--- config.mk ---
export PLATFORM = sky130hd
export DESIGN_NAME = fcrm_top
export DESIGN_NICKNAME = d
export VERILOG_FILES = /design/src/core/fcrm_adjust.v /design/src/core/fcrm_top.v
export VERILOG_INCLUDE_DIRS = /design/src /design/src/core
export SDC_FILE = /design/constraint.sdc
export NUM_CORES = 1
export LEC_CHECK = 0
export ABC_CLOCK_PERIOD_IN_PS = 5100
export BUFFER_PORTS_ARGS = -buffer_cell sky130_fd_sc_hd__buf_2
export CORE_UTILIZATION = 47
export DETAILED_ROUTE_END_ITERATION = 12
export PLACE_DENSITY = 0.69
export SLEW_MARGIN = 30
export SYNTH_ARGS = -nofsm -noshare
export SYNTH_HDL_FRONTEND = slang
export SYNTH_SLANG_ARGS = --single-unit
export TNS_END_PERCENT = 30
--- constraint.sdc ---
create_clock -name mclk -period 5.1 [get_ports mclk]
set_input_delay 0.51 -clock mclk [delete_from_list [all_inputs] [get_ports mclk]]
set_output_delay 0.51 -clock mclk [all_outputs]
set_load 0.01 [all_outputs]
--- src/core/fcrm_consts.vh ---
// Constants for the feature control register mode logic.
`ifndef FCRM_CONSTS_VH
`define FCRM_CONSTS_VH

// ----------------------------------------------------------------------------
// Register word layout
// ----------------------------------------------------------------------------
// Fields are documented with bit 0 as the most significant bit of the word.
// The macros below give the matching Verilog (LSB = 0) position.
`define FCRM_WORD_W 32
`define FCRM_MSB_TO_LSB(n) (31 - (n))
`define FCRM_POS_PRESENCE 31
`define FCRM_POS_ONESHOT 26
`define FCRM_POS_ENABLE 25
`define FCRM_POS_AUTO 24
`define FCRM_POS_VALUE_LO 0
`define FCRM_VALUE_W 12

// ----------------------------------------------------------------------------
// Register map (byte addresses)
// ----------------------------------------------------------------------------
`define FCRM_FEAT_BASE 8'h00
`define FCRM_FEAT_STRIDE 8'h04
`define FCRM_STAT_ADDR 8'h80

// ----------------------------------------------------------------------------
// Feature states, one-hot
// ----------------------------------------------------------------------------
`define FCRM_ST_OFF 4'h1
`define FCRM_ST_AUTO 4'h2
`define FCRM_ST_MANUAL 4'h4
`define FCRM_ST_ONESHOT 4'h8

// ----------------------------------------------------------------------------
// Reset values and timing
// ----------------------------------------------------------------------------
`define FCRM_RST_STATE 4'h1
`define FCRM_RST_VALUE 12'h000
`define FCRM_CLK_PERIOD_NS 20
`define FCRM_ADJ_PERIOD_NS 1000
`define FCRM_ADJ_CYCLES ((`FCRM_ADJ_PERIOD_NS + `FCRM_CLK_PERIOD_NS - 1) / `FCRM_CLK_PERIOD_NS)

`endif

--- src/core/fcrm_adjust.v ---
// Adjustment engine that walks a feature value one step toward a target.
`timescale 1ns/100ps

module fcrm_adjust #(
   parameter VW = 12,                        // Value field width.
   parameter [15:0] ADJ_CYCLES = 16'd50      // Clock cycles between two steps.
) (
   input wire mclk,                          // Device clock.
   input wire rst,                           // Synchronous reset, active high.
   input wire run,                           // Adjustment active (auto or one-shot).
   input wire [VW-1:0] cur,                  // Value currently in use.
   input wire [VW-1:0] target,               // Value the adjustment aims for.
   output reg upd_q,                         // One-cycle pulse: take upd_val_q.
   output reg [VW-1:0] upd_val_q,            // Next adjusted value.
   output reg settled_q                      // One-cycle pulse: value reached target.
);

   // ----------------------------------------------------------------------------
   // Step timer
   // ----------------------------------------------------------------------------
   reg [15:0] cnt_q;
   wire tick;

   assign tick = run && (cnt_q == 16'h0000);

   // The timer restarts whenever adjustment stops, so every run begins with a full interval.
   always @(posedge mclk) begin
      if (rst || !run || tick) begin
         cnt_q <= ADJ_CYCLES - 16'h0001;
      end else begin
         cnt_q <= cnt_q - 16'h0001;
      end
   end

   // ----------------------------------------------------------------------------
   // Step toward the target
   // ----------------------------------------------------------------------------
   // A unit step is slow but can never overshoot, so one-shot always ends.
   always @(posedge mclk) begin
      if (rst) begin
         upd_q <= 1'b0;
         upd_val_q <= {VW{1'b0}};
         settled_q <= 1'b0;
      end else begin
         upd_q <= 1'b0;
         settled_q <= 1'b0;
         if (tick) begin
            if (cur < target) begin
               upd_q <= 1'b1;
               upd_val_q <= cur + {{(VW-1){1'b0}}, 1'b1};
               settled_q <= ((cur + {{(VW-1){1'b0}}, 1'b1}) == target);
            end else if (cur > target) begin
               upd_q <= 1'b1;
               upd_val_q <= cur - {{(VW-1){1'b0}}, 1'b1};
               settled_q <= ((cur - {{(VW-1){1'b0}}, 1'b1}) == target);
            end else begin
               settled_q <= 1'b1;
            end
         end
      end
   end

endmodule

--- src/core/fcrm_top.v ---
// Feature control register bank with off, auto, manual and one-shot modes.
//
// The address map and the plain strobed port were left to the implementer.
`timescale 1ns/100ps
`include "fcrm_consts.vh"

module fcrm_top #(
   parameter NUM_FEAT = 4,                               // Number of feature registers.
   parameter AW = 8,                                     // Byte address width.
   parameter VW = `FCRM_VALUE_W,                         // Value field width.
   parameter [NUM_FEAT-1:0] PRESENT = {NUM_FEAT{1'b1}},  // Feature implemented.
   parameter [NUM_FEAT-1:0] SUP_OFF = {NUM_FEAT{1'b1}},  // Off state supported.
   parameter [NUM_FEAT-1:0] SUP_AUTO = {NUM_FEAT{1'b1}}, // Auto state supported.
   parameter [NUM_FEAT-1:0] SUP_ONESHOT = {NUM_FEAT{1'b1}} // One-shot supported.
) (
   input wire mclk,                          // Device clock, 50 MHz.
   input wire rst,                           // Synchronous reset, active high.
   input wire [AW-1:0] addr,                 // Register byte address.
   input wire [31:0] wdata,                  // Write data.
   input wire wr,                            // Write strobe, one cycle.
   input wire rd,                            // Read strobe, one cycle.
   output reg [31:0] rdata_q,                // Read data, valid the cycle after rd.
   input wire [NUM_FEAT*VW-1:0] adj_target,  // Per-feature target from the measurement path.
   output wire [NUM_FEAT*VW-1:0] feat_value, // Per-feature value in use, from flops.
   output wire [NUM_FEAT*4-1:0] feat_state   // Per-feature one-hot state, from flops.
);

   // ----------------------------------------------------------------------------
   // State codes
   // ----------------------------------------------------------------------------
   localparam [3:0] ST_OFF = `FCRM_ST_OFF;
   localparam [3:0] ST_AUTO = `FCRM_ST_AUTO;
   localparam [3:0] ST_MANUAL = `FCRM_ST_MANUAL;
   localparam [3:0] ST_ONESHOT = `FCRM_ST_ONESHOT;
   localparam [31:0] ADJ_FULL = `FCRM_ADJ_CYCLES;
   localparam [15:0] ADJ_CYCLES = ADJ_FULL[15:0];

   // ----------------------------------------------------------------------------
   // Written mode bits
   // ----------------------------------------------------------------------------
   // Bit positions come straight from the header macros, which already hold the Verilog indices.
   wire w_en;
   wire w_auto;
   wire w_os;
   wire [VW-1:0] w_val;

   assign w_en = wdata[`FCRM_POS_ENABLE];
   assign w_auto = wdata[`FCRM_POS_AUTO];
   assign w_os = wdata[`FCRM_POS_ONESHOT];
   assign w_val = wdata[`FCRM_POS_VALUE_LO +: VW];

   wire [NUM_FEAT*32-1:0] rd_words;
   wire [NUM_FEAT-1:0] rd_hits;
   wire [NUM_FEAT-1:0] busy;

   // ----------------------------------------------------------------------------
   // Per-feature register and state machine
   // ----------------------------------------------------------------------------
   genvar i;
   generate
      for (i = 0; i < NUM_FEAT; i = i + 1) begin : g_feat
         localparam [31:0] FOFF = `FCRM_FEAT_BASE + i * `FCRM_FEAT_STRIDE;
         localparam [AW-1:0] FADDR = FOFF[AW-1:0];
         reg [3:0] state_q;
         reg [3:0] state_d;
         reg [VW-1:0] val_q;
         reg [VW-1:0] val_d;
         reg [3:0] req_st;
         wire hit;
         wire upd;
         wire [VW-1:0] upd_val;
         wire settled;
         wire run;

         assign hit = (addr == FADDR);
         assign run = (state_q == ST_AUTO) || (state_q == ST_ONESHOT);

         // Engine only advances the value while the feature adjusts itself.
         fcrm_adjust #(
            .VW(VW),
            .ADJ_CYCLES(ADJ_CYCLES)
         ) u_adj (
            .mclk(mclk),
            .rst(rst),
            .run(run),
            .cur(val_q),
            .target(adj_target[i*VW +: VW]),
            .upd_q(upd),
            .upd_val_q(upd_val),
            .settled_q(settled)
         );

         // Decode the written mode bits; unsupported requests fall back to a built state.
         always @* begin
            req_st = ST_MANUAL;
            if (!w_en && SUP_OFF[i]) begin
               req_st = ST_OFF;
            end else if (w_auto && SUP_AUTO[i]) begin
               req_st = ST_AUTO;
            end else if (w_os && SUP_ONESHOT[i]) begin
               req_st = ST_ONESHOT;
            end
         end

         // Next state: a register write wins over the self-clear of one-shot,
         // so a one-shot request arriving as the last one finishes is kept.
         always @* begin
            state_d = state_q;
            case (state_q)
               ST_OFF: begin
                  state_d = ST_OFF;
               end
               ST_AUTO: begin
                  state_d = ST_AUTO;
               end
               ST_MANUAL: begin
                  state_d = ST_MANUAL;
               end
               ST_ONESHOT: begin
                  if (settled) begin
                     state_d = ST_MANUAL;
                  end
               end
               default: begin
                  state_d = ST_OFF;
               end
            endcase
            if (wr && hit && PRESENT[i]) begin
               state_d = req_st;
            end
         end

         // Next value: software only in manual, the engine only in auto or one-shot.
         // A write that also leaves manual takes the mode only, so no value slips out with it.
         always @* begin
            val_d = val_q;
            case (state_q)
               ST_MANUAL: begin
                  if (wr && hit && PRESENT[i] && (req_st == ST_MANUAL)) begin
                     val_d = w_val;
                  end
               end
               ST_AUTO, ST_ONESHOT: begin
                  if (upd) begin
                     val_d = upd_val;
                  end
               end
               ST_OFF: begin
                  val_d = val_q;
               end
               default: begin
                  val_d = val_q;
               end
            endcase
         end

         // An absent feature is held off and at its reset value.
         always @(posedge mclk) begin
            if (rst || !PRESENT[i]) begin
               state_q <= `FCRM_RST_STATE;
               val_q <= `FCRM_RST_VALUE;
            end else begin
               state_q <= state_d;
               val_q <= val_d;
            end
         end

         // Read word: mode bits mirror the state, so one-shot reads back clear once done.
         assign rd_words[i*32 +: 32] = PRESENT[i] ?
            ({32{1'b0}} |
             (32'h00000001 << `FCRM_POS_PRESENCE) |
             ({31'h00000000, (state_q != ST_OFF)} << `FCRM_POS_ENABLE) |
             ({31'h00000000, (state_q == ST_AUTO)} << `FCRM_POS_AUTO) |
             ({31'h00000000, (state_q == ST_ONESHOT)} << `FCRM_POS_ONESHOT) |
             ({{(32-VW){1'b0}}, val_q} << `FCRM_POS_VALUE_LO)) :
            32'h00000000;
         assign rd_hits[i] = hit;
         assign busy[i] = run;
         assign feat_value[i*VW +: VW] = val_q;
         assign feat_state[i*4 +: 4] = state_q;
      end
   endgenerate

   // ----------------------------------------------------------------------------
   // Read multiplexer
   // ----------------------------------------------------------------------------
   // Unmapped or unaligned addresses read as zero; writes to them are dropped.
   reg [31:0] rd_mux;
   integer k;

   always @* begin
      rd_mux = 32'h00000000;
      for (k = 0; k < NUM_FEAT; k = k + 1) begin
         if (rd_hits[k]) begin
            rd_mux = rd_words[k*32 +: 32];
         end
      end
      if (addr == `FCRM_STAT_ADDR) begin
         rd_mux = {{(32-NUM_FEAT){1'b0}}, busy};
      end
   end

   // Read data stand for exactly one cycle after the strobe and read zero otherwise.
   always @(posedge mclk) begin
      if (rst) begin
         rdata_q <= 32'h00000000;
      end else if (rd) begin
         rdata_q <= rd_mux;
      end else begin
         rdata_q <= 32'h00000000;
      end
   end

endmodule

==> results.md <==
* Status: completed
* Met3 WL at approximately 2600 um
* Fin cells at 2240
* Area of the core at 29600 sq um
* Clk slew on worst S/H paths at approximately 0.080 ns
* Crit path capture type: register
* Critical-path cell list: ha_1, a21o_1, a221o_1, a21oi_1, nand2_1, mux2i_1, nor4_1, a311o_1
* Cells after Synth at 1757
* Data required, critical path at about 5.4 ns
* Post-CTS setup buffer count at 0
* Yosys cell types at 82
* Final nets at 1988
* Max incr delay on CP at 0.68 ns
* Post-route ant nets at 0
* Full die area at 30700 sq um
* EDFF count, synth at 0
* Metal-1 WL at roughly 19000 um
* WL/cell at 18.3 um
* Crit Path Max Fanout at 15
* Setup TNS at 0 ns
* # IOs at 188
* Top post-synthesis cells by area: dfxtp_1 (28%), mux2i_1 (6.6%), xnor2_1 (5.5%)
* Drt pass-1 iters at 6
* Switching part of the total at 0.252
* Die width at ~180 um
* Final hold vios at 0
* First-pass GRT wire length at between 60000 and 70000 um
* Power share of the sequential group at 0.490
* Maximum VDD drop at 186 uV
* Final Slew Violations at 0
* Initial antenna violation count at 4
* Fin crit period at 3.43 ns
* Number of buffers created by CTS at 17
* GRT Util Overall at 0.266
* Cell taking the most area after synthesis: dfxtp_1
* Pwr Density at 204 nW/um^2
* Vias per std cell at 5.97
* Initial Util at 0.476
* Prevailing post-synth register cell: dfxtp_1
* Post-CTS sizing at 0
* Yosys top cell area share at 0.284
* Max Fclk at 0.292 GHz
* H-tree levels at 4
* Synthesis-to-finish area growth at 10.8%
* Insertion delay to the later sink of the worst-skew pair at 0.44 ns
* DP HPWL at about 30000 um
* Placed Cells at approximately 2200
* Iter 0 DRT Violations at ~1100
* Top post-synthesis cells by count: dfxtp_1 (200), nor2_1 (192), nand2_1 (119)
* Overflow after GRT at 0
* Max Used Layer: met5
* Post-Syn Area at approximately 14000 sq um
* Worst min-delay path class: reg2reg
* CP delay by family, top: compound AO/OA/AOI/OAI gates
* Period utilisation layout at 0.672
* Routed vias at roughly 13000
* Slew headroom at 0.402
* Cell with the most instances after synthesis: dfxtp_1
* Worst slew pin tran at a little under 0.9 ns
* GPL Wtd Cong at 0.992
* Syn Area/Cell at 8.01 sq um
* Unrepaired setup endpoints after global routing: no
* Height of the die at 175 um
* Setup CP Type: reg2reg
* Final wirelength at 40900 um
* CTS tree: yes
* Synth warn at 0
* CP arrival at between 3 and 4 ns
* Share of flip-flops with an asynchronous set or reset at 0
* Leak Pwr at 0.00647 uW
* CTS sink count at 200
* Worst setup SP type: register
* Register area share after synthesis at 0.284
* Vias in the first global route at roughly 12000
* Met2 wire len at 18500 um
* Max-Cap Viols at 0
* Clock Power Share at 0.437
* # DRC at 0
* # setup viols final at 0
* Combinational fraction of design power at 0.073
* Synth Register Bits at 200
* Sw Pwr at 803 uW
* Final Skew at 0.0161 ns
* Deepest clock path buffer count at 2
* Internal at 2380 uW
* Slowest cell on crit path: dfxtp_1
* Hold buffers post-CTS at 0
* Clock root buffer: clkbuf_16
* Largest net degree at the start of global routing at 62
* Crit path buffers/inverters at 0
* Core Rows at 63
* Share of layout cells above drive strength 1 at 0.140
* PortBufs at 154
-- path summary, 6_finish.rpt --
kind,startpoint,to,slack (ns),depth (start not counted)
setup / recovery,g_feat[1].val_q[5],g_feat[1].u_adj.upd_val_q[3],1.67,8
hold reg to reg,g_feat[1].u_adj.cnt_q[0],g_feat[1].u_adj.cnt_q[0],0.41,1
hold / removal,g_feat[1].u_adj.cnt_q[0],g_feat[1].u_adj.cnt_q[0],0.41,1
setup reg to reg,g_feat[1].val_q[5],g_feat[1].u_adj.upd_val_q[3],1.67,8
-- power by group through the flow --
stage / clock network, uW / registers [uW] / logic, uW
global route: 1470 / 1560 / 254
floorplan: 0 / 1600 / 147
CTS: 1410 / 1560 / 229
global placement: 0 / 1600 / 223
detailed placement: 0 / 1600 / 227
finish: 1390 / 1560 / 231
-- layout by cell type, fill, tap and decap left out, types with 10 or more instances in the layout --
master,instances
nand2b_1,10
a22oi_1,16
inv_1,75
ha_1,61
conb_1,16
nor2_1,192
nand2_1,118
xnor2_1,88
buf_4,18
o21ai_0,44
or4_1,17
and4_1,17
nand3_1,64
nand4_1,30
nor3_1,61
nor4b_1,14
a31oi_1,12
mux2i_1,93
dfxtp_1,200
clkbuf_16,17
and2_1,12
or3_1,22
a211oi_1,36
nor4_1,50
nor3b_1,19
xor2_1,48
buf_2,153
and3_1,25
o31ai_1,10
nor2b_1,30
a21oi_1,86
o211ai_1,14
a221o_1,17
-- kinds of logic after synthesis --
family / synth area share
compound gates: 0.163
xor+xnor: 0.0878
fa+ha+maj: 0.0549
buf+inv: 0.0601
flops: 0.284
mux: 0.0717
other cells: 0.000266
simple gates: 0.278
-- registers in the layout (all words and copies together) (netlist names) --
| name | count |
|---|---|
| g_feat.u_adj.settled_q | 4 |
| rdata_q | 16 |
| g_feat.state_q | 16 |
| g_feat.u_adj.cnt_q | 64 |
| g_feat.u_adj.upd_q | 4 |
| g_feat.u_adj.upd_val_q | 48 |
| g_feat.val_q | 48 |
-- routing by layer --
metal | global-route usage | up-vias
met3 | 0.0392 | 66
met2 | 0.425 | 421
met5 | 0 | -
li1 | - | 6528
met1 | 0.365 | 6347
met4 | 0.0938 | 2
-- per-stage QoR --
| step | setup WS [ns] | cell area (sq um) | util | power (uW) | hold WS (ns) |
|---|---|---|---|---|---|
| 2_1_floorplan | 2.24 | 14100 | - | 1740 | 0.371 |
| 3_3_place_gp | 1.57 | 15000 | 0.507 | 1820 | 0.381 |
| 3_5_place_dp | 1.64 | 15000 | 0.507 | 1820 | 0.392 |
| 4_1_cts | 1.76 | 15600 | 0.527 | 3200 | 0.408 |
| 5_1_grt | 1.53 | 15600 | 0.528 | 3290 | 0.428 |
| 6_report | 1.67 | 15600 | 0.528 | 3180 | 0.408 |
-- area by class of cell --
class	instances	area [sq um]
diodes	3	7.51
clock buffers	18	429
clock inverters	13	163
fillers	2872	14000
inverters	76	285
multi-input cells	1368	9310
flip-flops and latches	200	4000
well taps	390	488
repair buffers	172	912
(Power assumes the default switching activity.)
